[src/shared/cot_pkg.sv]
package cot_pkg;

    // ----------------------------------------------------------------
    // bus and pin geometry
    // ----------------------------------------------------------------
    localparam int unsigned ADDR_W      = 12;
    localparam int unsigned PIN_COUNT   = 37;
    localparam logic [5:0]  PIN_SEL_OFF = 6'h00;
    localparam logic [5:0]  PIN_SEL_MAX = 6'h25;
    // two synchroniser flops plus the edge-detect flop give the documented 3-cycle input lag
    localparam int unsigned SYNC_STAGES = 2;
    localparam int unsigned INPUT_LAG   = SYNC_STAGES + 1;

    // ----------------------------------------------------------------
    // register map: printed offsets; slot = offset - base, byte address = 4 * slot
    // ----------------------------------------------------------------
    localparam logic [31:0] REG_BASE           = 32'h50000200;
    localparam logic [31:0] OFS_CONTROL        = 32'h50000200;
    localparam logic [31:0] OFS_COUNT_LOW      = 32'h50000202;
    localparam logic [31:0] OFS_STATE          = 32'h50000204;
    localparam logic [31:0] OFS_SEL_A          = 32'h50000206;
    localparam logic [31:0] OFS_SEL_B          = 32'h50000208;
    localparam logic [31:0] OFS_RELOAD_LOW     = 32'h5000020A;
    localparam logic [31:0] OFS_WIDTH_LOW      = 32'h5000020C;
    localparam logic [31:0] OFS_DIVIDER        = 32'h5000020E;
    localparam logic [31:0] OFS_LATCH_A_LOW    = 32'h50000210;
    localparam logic [31:0] OFS_LATCH_B_LOW    = 32'h50000212;
    localparam logic [31:0] OFS_DIVIDER_NOW    = 32'h50000214;
    localparam logic [31:0] OFS_PWM_PERIOD     = 32'h50000216;
    localparam logic [31:0] OFS_PWM_DUTY       = 32'h50000218;
    localparam logic [31:0] OFS_COUNT_HIGH     = 32'h5000021A;
    localparam logic [31:0] OFS_RELOAD_HIGH    = 32'h5000021C;
    localparam logic [31:0] OFS_LATCH_A_HIGH   = 32'h5000021E;
    localparam logic [31:0] OFS_LATCH_B_HIGH   = 32'h50000220;
    localparam logic [31:0] OFS_WIDTH_HIGH     = 32'h50000222;
    localparam logic [15:0] RESET_VALUE        = 16'h0000;

    // ----------------------------------------------------------------
    // field layouts
    // ----------------------------------------------------------------
    typedef struct packed {
        logic fastClockSelect;
        logic wrapAtMaxEnable;
        logic interruptUnmask;
        logic edgeSelectBit4;
        logic edgeSelectBit3;
        logic countDirectionDown;
        logic singlePulseMode;
        logic timerEnable;
    } cot_ctrl_s;

    localparam int unsigned STATE_PHASE_LSB = 2;
    localparam int unsigned STATE_LEVEL_A   = 1;
    localparam int unsigned STATE_LEVEL_B   = 0;

    typedef enum {PH_WAIT, PH_DELAY, PH_START, PH_SHOT} cot_phase_e;

    function automatic logic [5:0] regSlot(input logic [31:0] ofs);
        logic [31:0] diff;
        diff    = ofs - REG_BASE;
        regSlot = diff[5:0];
    endfunction

endpackage

[src/cot_sync.sv]
`timescale 1ns/100ps
module cot_sync #(
    parameter int unsigned WIDTH = 1
) (
    input  logic             clock,
    input  logic             nrst,
    input  logic [WIDTH-1:0] asyncIn,
    output logic [WIDTH-1:0] syncOut
);
    // first stage is read only by the second
    logic [WIDTH-1:0] stage1_r;
    logic [WIDTH-1:0] stage2_r;

    always_ff @(posedge clock or negedge nrst)
    begin
        if (!nrst)
        begin
            stage1_r <= '0;
            stage2_r <= '0;
        end
        else
        begin
            stage1_r <= asyncIn;
            stage2_r <= stage1_r;
        end
    end

    assign syncOut = stage2_r;
endmodule // cot_sync

[src/cot_timer.sv]
// Function
// - bit 7 picks system or slow clock
// - bit 6 makes free-run up count wrap only at max, else at reload
// - bit 5 unmasks the interrupt request
// - bit 4 selects falling edge, input a
// - bit 3 selects falling edge, input b
// - bit 2 makes free-run counter count down
// - bit 1 selects one-shot pulse mode
// - bit 0 enables the timer
// - read-only counter value, resets to zero
// - status bits 3:2 show sequencer phase
// - status bits 1:0 show input levels
// - one pin select register per input
// - reload doubles as one-shot delay length
// - separate register sets shot length
// - prescaler divides the selected clock
// - input events latch counter into captures
// - period and duty registers shape PWM
// - high registers extend 16-bit values
// - count rate is clock over prescaler+1
// - delay adds three cycles input synchronisation
// - PWM rate period+1, duty over period+1
// - select 1..37 picks pin, 0 disables
//
// Chosen here: the APB register port.
`timescale 1ns/100ps
module cot_timer (
    input  logic                          clock,
    input  logic                          nrst,
    input  logic                          psel,
    input  logic                          penable,
    input  logic                          pwrite,
    input  logic [cot_pkg::ADDR_W-1:0]    paddr,
    input  logic [31:0]                   pwdata,
    output logic [31:0]                   prdata,
    output logic                          pready,
    output logic                          pslverr,
    input  logic [cot_pkg::PIN_COUNT-1:0] gpioPins,
    input  logic                          slowClock,
    output logic                          interruptRequest,
    output logic                          pulseOut,
    output logic                          pwmOut
);
    import cot_pkg::*;

    // ----------------------------------------------------------------
    // input synchronisation and pin selection
    // ----------------------------------------------------------------
    logic [PIN_COUNT:0]   rawIn;
    logic [PIN_COUNT:0]   syncIn;
    logic [5:0]           selA_r;
    logic [5:0]           selB_r;
    logic                 levelA;
    logic                 levelB;
    logic                 levelA_r;
    logic                 levelB_r;
    logic                 slow_r;
    cot_ctrl_s            ctrl_r;

    assign rawIn = {slowClock, gpioPins};

    cot_sync #(.WIDTH(PIN_COUNT + 1)) u_sync (
        .clock   (clock),
        .nrst    (nrst),
        .asyncIn (rawIn),
        .syncOut (syncIn)
    );

    function automatic logic pickPin(input logic [PIN_COUNT-1:0] pins, input logic [5:0] sel);
        logic [5:0] idx;
        idx     = sel - 6'h01;
        pickPin = 1'b0;
        if (sel != PIN_SEL_OFF && sel <= PIN_SEL_MAX)
            pickPin = pins[idx];
    endfunction

    assign levelA = pickPin(syncIn[PIN_COUNT-1:0], selA_r);
    assign levelB = pickPin(syncIn[PIN_COUNT-1:0], selB_r);

    logic enable;
    logic eventA;
    logic eventB;
    logic slowRise;

    assign enable   = ctrl_r.timerEnable;
    assign eventA   = enable && (ctrl_r.edgeSelectBit4 ? (levelA_r && !levelA) : (!levelA_r && levelA));
    assign eventB   = enable && (ctrl_r.edgeSelectBit3 ? (levelB_r && !levelB) : (!levelB_r && levelB));
    assign slowRise = syncIn[PIN_COUNT] && !slow_r;

    // ----------------------------------------------------------------
    // prescaler
    // ----------------------------------------------------------------
    logic [15:0] divider_r;
    logic [15:0] prescCnt_r;
    logic [15:0] prescCnt_nxt;
    logic        srcTick;
    logic        tick;
    logic        divWr;

    assign srcTick      = ctrl_r.fastClockSelect || slowRise;
    // one tick per divider+1 source ticks
    assign tick         = enable && srcTick && (prescCnt_r == divider_r);
    // a new divider restarts the count, else a smaller value would stall until wrap
    assign prescCnt_nxt = (!enable || divWr) ? 16'h0000 : !srcTick ? prescCnt_r : tick ? 16'h0000 :
                          prescCnt_r + 16'h0001;

    // ----------------------------------------------------------------
    // counter and one-shot sequencer
    // ----------------------------------------------------------------
    logic [15:0] reloadLo_r;
    logic [15:0] reloadHi_r;
    logic [15:0] widthLo_r;
    logic [15:0] widthHi_r;
    logic [31:0] reload32;
    logic [31:0] width32;
    logic [31:0] counter_r;
    logic [31:0] counter_nxt;
    logic [31:0] countInc;
    cot_phase_e  phase_r;
    cot_phase_e  phase_nxt;
    logic        terminalEv;

    // high halves extend the low registers
    assign reload32 = {reloadHi_r, reloadLo_r};
    assign width32  = {widthHi_r, widthLo_r};
    assign countInc = counter_r + 32'h00000001;

    function automatic logic [1:0] phaseCode(input cot_phase_e ph);
        unique case (ph)
            PH_WAIT:  phaseCode = 2'h0;
            PH_DELAY: phaseCode = 2'h1;
            PH_START: phaseCode = 2'h2;
            PH_SHOT:  phaseCode = 2'h3;
        endcase
    endfunction

    always_comb
    begin
        counter_nxt = counter_r;
        phase_nxt   = phase_r;
        terminalEv  = 1'b0;
        // disabled timer holds its value and returns to wait
        if (!enable)
            phase_nxt = PH_WAIT;
        else if (ctrl_r.singlePulseMode)
        begin
            unique case (phase_r)
                PH_WAIT:
                begin
                    counter_nxt = 32'h00000000;
                    if (eventA || eventB)
                        phase_nxt = PH_DELAY;
                end
                PH_DELAY:
                begin
                    // reload+1 ticks after the synchronised event
                    if (tick && counter_r == reload32)
                    begin
                        counter_nxt = 32'h00000000;
                        phase_nxt   = PH_START;
                    end
                    else if (tick)
                        counter_nxt = countInc;
                end
                PH_START:
                begin
                    if (tick)
                        phase_nxt = PH_SHOT;
                end
                PH_SHOT:
                begin
                    if (tick && counter_r == width32)
                    begin
                        counter_nxt = 32'h00000000;
                        phase_nxt   = PH_WAIT;
                        terminalEv  = 1'b1;
                    end
                    else if (tick)
                        counter_nxt = countInc;
                end
            endcase
        end
        else
        begin
            phase_nxt = PH_WAIT;
            if (tick && ctrl_r.countDirectionDown)
            begin
                terminalEv  = (counter_r == 32'h00000000);
                counter_nxt = terminalEv ? reload32 : counter_r - 32'h00000001;
            end
            else if (tick)
            begin
                terminalEv  = ctrl_r.wrapAtMaxEnable ? (&counter_r) : (counter_r == reload32);
                counter_nxt = terminalEv ? 32'h00000000 : countInc;
            end
        end
    end

    // ----------------------------------------------------------------
    // captures, pwm, outputs
    // ----------------------------------------------------------------
    logic [31:0] capA_r;
    logic [31:0] capB_r;
    logic [15:0] pwmPeriod_r;
    logic [15:0] pwmDuty_r;
    logic [15:0] pwmCnt_r;
    logic [15:0] pwmCnt_nxt;
    logic        irq_nxt;
    logic        pulse_nxt;

    // pwm counter runs over period+1 ticks
    assign pwmCnt_nxt = !enable ? 16'h0000 : !tick ? pwmCnt_r : (pwmCnt_r == pwmPeriod_r) ? 16'h0000 :
                        pwmCnt_r + 16'h0001;
    assign irq_nxt    = ctrl_r.interruptUnmask && (eventA || eventB || terminalEv);
    assign pulse_nxt  = (phase_nxt == PH_START) || (phase_nxt == PH_SHOT);

    always_ff @(posedge clock or negedge nrst)
    begin
        if (!nrst)
        begin
            levelA_r         <= 1'b0;
            levelB_r         <= 1'b0;
            slow_r           <= 1'b0;
            prescCnt_r       <= RESET_VALUE;
            counter_r        <= 32'h00000000;
            phase_r          <= PH_WAIT;
            pwmCnt_r         <= RESET_VALUE;
            interruptRequest <= 1'b0;
            pulseOut         <= 1'b0;
            pwmOut           <= 1'b0;
        end
        else
        begin
            levelA_r         <= levelA;
            levelB_r         <= levelB;
            slow_r           <= syncIn[PIN_COUNT];
            prescCnt_r       <= prescCnt_nxt;
            counter_r        <= counter_nxt;
            phase_r          <= phase_nxt;
            pwmCnt_r         <= pwmCnt_nxt;
            interruptRequest <= irq_nxt;
            pulseOut         <= pulse_nxt;
            pwmOut           <= enable && (pwmCnt_r < pwmDuty_r);
        end
    end

    // latch counter on each input event
    always_ff @(posedge clock or negedge nrst)
    begin
        if (!nrst)
        begin
            capA_r <= 32'h00000000;
            capB_r <= 32'h00000000;
        end
        else
        begin
            if (eventA)
                capA_r <= counter_r;
            if (eventB)
                capB_r <= counter_r;
        end
    end

    // ----------------------------------------------------------------
    // apb slave: one wait state, answers from flops
    // ----------------------------------------------------------------
    logic [5:0]  slot;
    logic        addrOk;
    logic        readHit;
    logic [15:0] readWord;
    logic        accessEnd;
    logic        wrEn;
    logic        pready_nxt;
    logic [15:0] stateWord;

    assign slot       = paddr[7:2];
    assign addrOk     = readHit && (paddr[1:0] == 2'h0) && (paddr[ADDR_W-1:8] == '0);
    assign accessEnd  = psel && penable && pready;
    assign wrEn       = accessEnd && pwrite && addrOk;
    assign divWr      = wrEn && (slot == regSlot(OFS_DIVIDER));
    assign pready_nxt = psel && penable && !pready;
    assign stateWord  = {12'h000, phaseCode(phase_r), levelA_r, levelB_r};

    always_comb
    begin
        readHit = 1'b1;
        unique case (slot)
            regSlot(OFS_CONTROL):      readWord = {8'h00, ctrl_r};
            regSlot(OFS_COUNT_LOW):    readWord = counter_r[15:0];
            regSlot(OFS_STATE):        readWord = stateWord;
            regSlot(OFS_SEL_A):        readWord = {10'h000, selA_r};
            regSlot(OFS_SEL_B):        readWord = {10'h000, selB_r};
            regSlot(OFS_RELOAD_LOW):   readWord = reloadLo_r;
            regSlot(OFS_WIDTH_LOW):    readWord = widthLo_r;
            regSlot(OFS_DIVIDER):      readWord = divider_r;
            regSlot(OFS_LATCH_A_LOW):  readWord = capA_r[15:0];
            regSlot(OFS_LATCH_B_LOW):  readWord = capB_r[15:0];
            regSlot(OFS_DIVIDER_NOW):  readWord = prescCnt_r;
            regSlot(OFS_PWM_PERIOD):   readWord = pwmPeriod_r;
            regSlot(OFS_PWM_DUTY):     readWord = pwmDuty_r;
            regSlot(OFS_COUNT_HIGH):   readWord = counter_r[31:16];
            regSlot(OFS_RELOAD_HIGH):  readWord = reloadHi_r;
            regSlot(OFS_LATCH_A_HIGH): readWord = capA_r[31:16];
            regSlot(OFS_LATCH_B_HIGH): readWord = capB_r[31:16];
            regSlot(OFS_WIDTH_HIGH):   readWord = widthHi_r;
            default:
            begin
                readHit  = 1'b0;
                readWord = 16'h0000;
            end
        endcase
    end

    always_ff @(posedge clock or negedge nrst)
    begin
        if (!nrst)
        begin
            pready  <= 1'b0;
            prdata  <= 32'h00000000;
            pslverr <= 1'b0;
        end
        else
        begin
            pready  <= pready_nxt;
            pslverr <= pready_nxt && !addrOk;
            prdata  <= (pready_nxt && !pwrite && addrOk) ? {16'h0000, readWord} : 32'h00000000;
        end
    end

    // writable registers; read-only slots ignore writes
    always_ff @(posedge clock or negedge nrst)
    begin
        if (!nrst)
        begin
            ctrl_r      <= '0;
            selA_r      <= 6'h00;
            selB_r      <= 6'h00;
            reloadLo_r  <= RESET_VALUE;
            reloadHi_r  <= RESET_VALUE;
            widthLo_r   <= RESET_VALUE;
            widthHi_r   <= RESET_VALUE;
            divider_r   <= RESET_VALUE;
            pwmPeriod_r <= RESET_VALUE;
            pwmDuty_r   <= RESET_VALUE;
        end
        else if (wrEn)
        begin
            if (slot == regSlot(OFS_CONTROL))     ctrl_r      <= pwdata[7:0];
            if (slot == regSlot(OFS_SEL_A))       selA_r      <= pwdata[5:0];
            if (slot == regSlot(OFS_SEL_B))       selB_r      <= pwdata[5:0];
            if (slot == regSlot(OFS_RELOAD_LOW))  reloadLo_r  <= pwdata[15:0];
            if (slot == regSlot(OFS_RELOAD_HIGH)) reloadHi_r  <= pwdata[15:0];
            if (slot == regSlot(OFS_WIDTH_LOW))   widthLo_r   <= pwdata[15:0];
            if (slot == regSlot(OFS_WIDTH_HIGH))  widthHi_r   <= pwdata[15:0];
            if (slot == regSlot(OFS_DIVIDER))     divider_r   <= pwdata[15:0];
            if (slot == regSlot(OFS_PWM_PERIOD))  pwmPeriod_r <= pwdata[15:0];
            if (slot == regSlot(OFS_PWM_DUTY))    pwmDuty_r   <= pwdata[15:0];
        end
    end
endmodule // cot_timer

[config.mk]
export PLATFORM = sky130hd
export DESIGN_NAME = cot_timer
export DESIGN_NICKNAME = d
export VERILOG_FILES = /design/src/shared/cot_pkg.sv /design/src/cot_sync.sv /design/src/cot_timer.sv
export SDC_FILE = /design/constraint.sdc
export NUM_CORES = 1
export LEC_CHECK = 0
export ABC_AREA = 0
export CORE_UTILIZATION = 50
export DETAILED_ROUTE_END_ITERATION = 6
export DONT_BUFFER_PORTS = 1
export SLEW_MARGIN = 25
export SYNTH_ARGS = -nofsm -noshare
export SYNTH_HDL_FRONTEND = slang
export SYNTH_SLANG_ARGS = --single-unit
[constraint.sdc]
create_clock -name clock -period 6.1 [get_ports clock]
set_input_delay 0.305 -clock clock [delete_from_list [all_inputs] [get_ports clock]]
set_output_delay 0.305 -clock clock [all_outputs]
set_load 0.005 [all_outputs]
==> reports/metrics.cfg, run 1 <==
[die]
die-area_um2 = 41500
die_w_um = 204
core_region_area_um2 = 39900
io_pins = 124
die_h_um = 204
initial_utilization = 0.510
rows = 73

[sta]
setup_violations = 0
fin_worst_hold_slack_ps = -569
finalMaxSlewViolations = 0
tns_ps = 0
rsz0062_at_grt = no
max_slew_margin = 0.208
max_slew.worst_pin.slew_ps = 1190
finalHoldViolCount = 392
finalCritPeriodShare = 0.707
fin_ws_ps = 1790
skew_ps = 28.5
max_freq_mhz = 232
period_minus_slack_ps = 4310

[cts]
cts_sinks = 392
clk_latency_ps = 590
cts_tree = built
htreeDepth = 2
hold_buffers = 56
clkTransAtPathRegs_ps = 60
clockBufferDepth = 3
cts_inserted_buffers = 44
cts_root_buf = clkbuf_16

[synthesis]
avgSynthCellArea_um2 = 10.8
async_flop_share = 1.00
ys_top_cells_by_count = dfrtp_1 (392), nand2_1 (149), mux2_2 (140)
yosysMostFrequentCell = dfrtp_1
synth_area_leaders = dfrtp_1 (48%), mux2_2 (7.7%), xor2_1 (4.3%)
synth_top_area_share = 0.482
synth_flop_cell = dfrtp_1
yosysWarningCount = 0
synth_area_um2 = 20400
seq_area_frac_synth = 0.482
synth_cells = 1885
synth.largest_area_cell = dfrtp_1
synth-edff-count = 0
ys_ff_latch = 392
ys_types = 81

[worst_hold_path]
hp-class = input port to asynchronous set/reset pin

[grt]
antenna_found_initial = 3
grt_pass1_wl_um = 98300
grt_max_degree = 393
track_usage = 0.318
overflow = 0
grt_pass1_vias = 15700

[placed_design]
port-buffer-count = 0
pre_cts_ws_ps = 1780
dp_hpwl_um = 43100
place.gp.congestion = 0.925

[drt]
routed_via_density = 6.51
antenna_left = 0
dr.pass1.iters = 5
drt_iter0_drc = 1869
wl_per_cell_um = 26.5
wl_um = 64500
drc = 0
num_vias = 15800

[worst_setup_path]
reg2reg_to = capB_r[11]
crit_type = flip-flop to flip-flop
r2r_cells = 10
crit_path_end_kind = flip-flop
worstSetupStartpoint = selB_r[0]
startpoint_type = flip-flop
crit_chain = inv_1 -> ha_1 -> mux4_2 -> nor2_1 -> or4_1 -> o41ai_1 -> or4b_1 -> o211ai_4 -> buf_4 -> mux2_2
worst-path-max-fanout = 65
r2r-start = selB_r[0]
r2r_setup_slack_ps = 1790
crit_end = capB_r[11]
crit_slowest_cell = dfrtp_1
worstPathRequired_ps = 6550
critical_path.max_stage_delay_ps = 830
worst_ep_arrival_time_ps = 4770

[power]
ir_worst_vdd_mv = 0.261
power_leakage_nw = 10.5
power.density_nw_per_um2 = 243

[outcome]
violations = hold timing
status = complete, but fails checks

[finish]
fin_nets = 1985
syn_to_final_growth_pct = 11.7
layout-drive-gt1-share = 0.163

[flow_run]
drv_cap = 0

## worst min path at each step
stage	end	cells after the start	slack, ps	start
2_1_floorplan	capA_r[0]	0	9	nrst
3_3_place_gp	pwmDuty_r[8]	0	20	nrst
3_5_place_dp	pwmDuty_r[8]	0	30	nrst
4_1_cts	counter_r[5]	0	-590	nrst
5_1_grt	pwmDuty_r[10]	0	-580	nrst
6_report	pwmDuty_r[10]	0	-570	nrst
## what timing repair did
item,4_1_cts,5_1_grt
endpoints found under the hold margin,564,392
buffers inserted,0,0
resized for setup,0,0
## metal layers
metal  vias up  GRT usage  routed length, µm  part of all wire
met5         -          0                 22           0.00034
met4         4      0.154               3280             0.051
met3       185     0.0569               5180             0.080
met2       764      0.479              28800              0.45
met1      8018      0.443              27200              0.42
li1       6872          -                  -                 -
## through the flow
stage | util | power (mW) | hold WS [ps] | std cells | cell area, µm²
2_1_floorplan | - | 2.73 | 9.41 | 1900 | 20400
3_3_place_gp | 0.517 | 2.73 | 20.8 | 2297 | 20600
3_5_place_dp | 0.517 | 2.73 | 25.2 | 2297 | 20600
4_1_cts | 0.569 | 5.57 | -594 | 2432 | 22700
5_1_grt | 0.570 | 5.68 | -583 | 2433 | 22700
6_report | 0.570 | 5.52 | -569 | 2433 | 22700
## registers in the layout, summed over array words and instances, names as in the netlist, 6 cells and up
signal,flops
capA_r,32
capB_r,32
counter_r,32
ctrl_r,7
divider_r,16
phase_r,32
prdata,16
prescCnt_r,16
pwmCnt_r,16
pwmDuty_r,16
pwmPeriod_r,16
reloadHi_r,16
reloadLo_r,16
selA_r,6
selB_r,6
u_sync.stage1_r,38
u_sync.syncOut,38
widthHi_r,16
widthLo_r,16
## area by class of cell
class	count	area [µm²]
timing repair buffer	80	741
antenna	1	2.50
multi-input combinational	1318	9870
inverter	38	143
clock buffer	61	1280
clock inverter	18	241
tap	525	657
fill	3424	17200
sequential	392	9810
## critical path: cells and delay by family, from the launching register on
kind	cells	cell delay [ps]
flip-flops	1	830
buffers and inverters	2	860
AO/OA/AOI/OAI	2	190
adder cells (fa/ha/maj)	1	600
AND/OR/NAND/NOR	3	800
multiplexers	2	830
## power breakdown
part | total (mW) | internal [mW] | switching, mW | leakage [nW]
clock network | 2.79 | 1.68 | 1.12 | 0.729
logic | 0.0925 | 0.0422 | 0.0502 | 4.56
registers | 2.64 | 2.63 | 0.0124 | 5.18
total | 5.52 | 4.35 | 1.18 | 10.5
## kinds of logic (layout without fill, tap and decap cells)
| family | count (synthesis) | count (layout) | synth area share |
|---|---|---|---|
| buffers and inverters | 190 | 197 | 0.0433 |
| flip-flops | 392 | 392 | 0.482 |
| adder cells (fa/ha/maj) | 24 | 24 | 0.0147 |
| AO/OA/AOI/OAI | 361 | 361 | 0.129 |
| multiplexers | 204 | 204 | 0.122 |
| XOR/XNOR | 159 | 159 | 0.0688 |
| AND/OR/NAND/NOR | 554 | 554 | 0.141 |
| other | 1 | 17 | 0.000184 |
## cells in the final DEF (no fill, tap or decap), types with 11 or more instances in the layout
master and count:
dfrtp_1 392, nand2_1 149, mux2_2 140, xor2_1 101
nor2_1 88, o21ai_0 68, nor3_1 58, xnor2_1 57
nand3_1 56, dlygate4sd3_1 56, a22oi_1 50, clkbuf_16 46
nand4_1 40, a221oi_1 39, inv_1 37, mux2_1 35
nor4_1 34, a22o_1 31, a21oi_1 27, ha_1 24
buf_4 24, a31oi_1 18, mux4_2 18, nor3_2 17
and3_1 17, conb_1 16, nand2b_1 13, or4_1 13
o31ai_1 13, o211ai_1 13, o21ai_1 11, a21o_1 11
Note: power is estimated with default switching activity, not from simulation.
==> inputs of run 2 (changes only) <==
--- a/config.mk
+++ b/config.mk
@@ -9,6 +9,7 @@
 export CORE_UTILIZATION = 50
 export DETAILED_ROUTE_END_ITERATION = 6
 export DONT_BUFFER_PORTS = 1
+export PLACE_DENSITY = 0.68
 export SLEW_MARGIN = 25
 export SYNTH_ARGS = -nofsm -noshare
 export SYNTH_HDL_FRONTEND = slang
==> constraint.sdc (replaced) <==
create_clock -name clock -period 3.7 [get_ports clock]
set_input_delay 0.185 -clock clock [delete_from_list [all_inputs] [get_ports clock]]
set_output_delay 0.185 -clock clock [all_outputs]
set_load 0.005 [all_outputs]
==> run 2 against run 1 <==
The run still ends with hold timing left. Critical path type unchanged. Largest power group unchanged. Design area increased by 2.7%. Critical path depth unchanged. Power rose by 65%. Highest routed layer is now met4. Wire length increased by 1.4%. Maximum frequency grew 27%. Hold slack got worse by 110 ps. Cell count is 3.4% higher. Utilization grew 1.5 points.
==> reports/metrics.cfg, run 2 (synthesis gave the netlist of run 1 again) <==
[placed_design]
place.gp.congestion = 0.930  ; +0.56%
pre_cts_ws_ps = 289  ; -1500 ps
dpl-instance-area_um2 = 21200  ; +2.7%
dp_hpwl_um = 44700  ; +3.7%
port-buffer-count = 0  ; unchanged
dpl.cell_count = 2371  ; +3.2%

[sta]
finalMaxSlewViolations = 0  ; unchanged
max_slew.worst_pin.slew_ps = 1100  ; -86.6 ps
period_minus_slack_ps = 3410  ; -906 ps
tns_ps = 0  ; unchanged
setup_violations = 0  ; unchanged
skew_ps = 20.0  ; -8.48 ps
max_slew_margin = 0.265  ; +0.0570
fin_worst_hold_slack_ps = -682  ; -113 ps
fin_ws_ps = 292  ; -1490 ps
finalCritPeriodShare = 0.921  ; +0.214
rsz0062_at_grt = no
max_freq_mhz = 293  ; +27%
finalHoldViolCount = 392  ; unchanged

[cts]
cts_sinks = 392  ; unchanged
post_cts_buffers = 0  ; unchanged
cts_tree = built
clockBufferDepth = 3  ; unchanged
clkTransAtPathRegs_ps = 60  ; about the same
postCtsResizedCells = 0  ; unchanged
cts_inserted_buffers = 42  ; -4.5%
cts_root_buf = clkbuf_16
hold_buffers = 66  ; +18%
htreeDepth = 2  ; unchanged
clk_latency_ps = 590  ; about the same

[finish]
mostFrequentLayoutCells = dfrtp_1 (392), nand2_1 (149), mux2_2 (140)
fin_nets = 2067  ; +4.1%
fill_cells = 3313  ; -3.2%
final_common_cell = dfrtp_1
fin_cells = 2516  ; +3.4%
finalInstanceArea_um2 = 23400  ; +2.7%
syn_to_final_growth_pct = 14.7
layout-drive-gt1-share = 0.187  ; +0.0245

[outcome]
violations = hold timing
status = complete, but fails checks

[die]
rows = 73  ; unchanged
initial_utilization = 0.510  ; unchanged
core_region_area_um2 = 39900  ; unchanged
die_h_um = 204  ; unchanged
die_w_um = 204  ; unchanged
io_pins = 124  ; unchanged
die-area_um2 = 41500  ; unchanged

[drt]
antenna_left = 0  ; unchanged
drt_iter0_drc = 1638  ; -12%
routed_via_density = 6.48  ; -0.42%
wl_per_cell_um = 26.0  ; -2.0%
wl_um = 65400  ; +1.4%
num_vias = 16300  ; +3.0%
dr.pass1.iters = 6  ; +1
drc = 0  ; unchanged

[power]
power_leakage_nw = 10.9  ; +3.8%
power.total_mw = 9.10  ; +65%
ir_worst_vdd_mv = 0.438  ; +67%
power.density_nw_per_um2 = 390  ; +60%

[grt]
grt_pass1_vias = 16300  ; +4.0%
antenna_found_initial = 1  ; -2
overflow = 0  ; unchanged
grt_pass1_wl_um = 101000  ; +2.3%
grt_max_degree = 393  ; unchanged
track_usage = 0.324  ; +0.00569

[worst_setup_path]
worst_ep_arrival_time_ps = 3880  ; -890 ps
crit_type = flip-flop to flip-flop
worst-path-max-fanout = 39  ; -40%
crit_path_end_kind = flip-flop
startpoint_type = flip-flop
worstPathRequired_ps = 4170  ; -2380 ps

[worst_hold_path]
hp-class = input port to asynchronous set/reset pin

[flow_run]
drv_cap = 0  ; unchanged

-- run 2: cell count changes in the layout (fill, tap and decap cells not counted), moves of 3 or more --
| cell | previous run | this run |
|---|---|---|
| clkbuf_16 | 46 | 43 |
| nor2_1 | 88 | 95 |
| nor3_4 | 4 | 0 |
| nor2_2 | 7 | 2 |
| dlygate4sd3_1 | 56 | 66 |
| nor3_1 | 58 | 61 |
| buf_4 | 24 | 94 |
| buf_12 | 0 | 4 |
-- run 2: stage by stage --
step / hold slack, ps / util
2_1_floorplan: -111 / -
5_1_grt: -715 / 0.585
4_1_cts: -707 / 0.585
3_3_place_gp: -85.8 / 0.531
6_report: -682 / 0.585
3_5_place_dp: -86.0 / 0.531
-- run 2: layer usage --
metal / vias up / part of all wire / wire length (µm) / global-route usage
li1: 7048 / - / - / -
met1: 8203 / 0.41 / 26500 / 0.442
met2: 862 / 0.45 / 29400 / 0.491
met3: 202 / 0.089 / 5810 / 0.0610
met4: 0 / 0.055 / 3620 / 0.166
met5: - / 0 / 0 / 0
-- run 2: power by group --
part | internal (mW) | switching (mW)
Sequential | 4.33 | 0.0212
Clock | 2.75 | 1.84
Combinational | 0.0738 | 0.0809
-- run 2: final timing paths --
| check | cells after the start | slack [ps] | start | endpoint |
|---|---|---|---|---|
| worst min register to register | 0 | 340 | u_sync.stage1_r[21] | u_sync.syncOut[21] |
| worst max-delay path | 10 | 290 | selB_r[1] | capB_r[1] |
| min in group clock | 3 | 100 | paddr[5] | enable |
| worst min-delay path | 0 | -680 | nrst | pwmPeriod_r[11] |
| worst max register to register | 10 | 290 | selB_r[1] | capB_r[1] |
| max in group asynchronous | 0 | 3650 | nrst | capA_r[14] |
-- run 2: cell type report --
class	instances	area, µm²	share of cell area
flip-flops and latches	392	9810	0.420
clock inverters	18	273	0.0117
clock buffers	59	1230	0.0525
repair buffers	164	1450	0.0619
diodes	2	5.00	0.000214
well taps	525	657	0.0281
multi-input cells	1318	9790	0.419
inverters	38	143	0.00611
-- run 2: worst max-delay path, stage by stage (launching register included) --
cell and delay (ps):
dfrtp_1 420, inv_1 100, ha_1 470, mux4_2 280, nor2_1 40, or4_1 480, o41ai_1 90, nor2_1 160
o211ai_4 600, buf_12 290, mux2_2 350
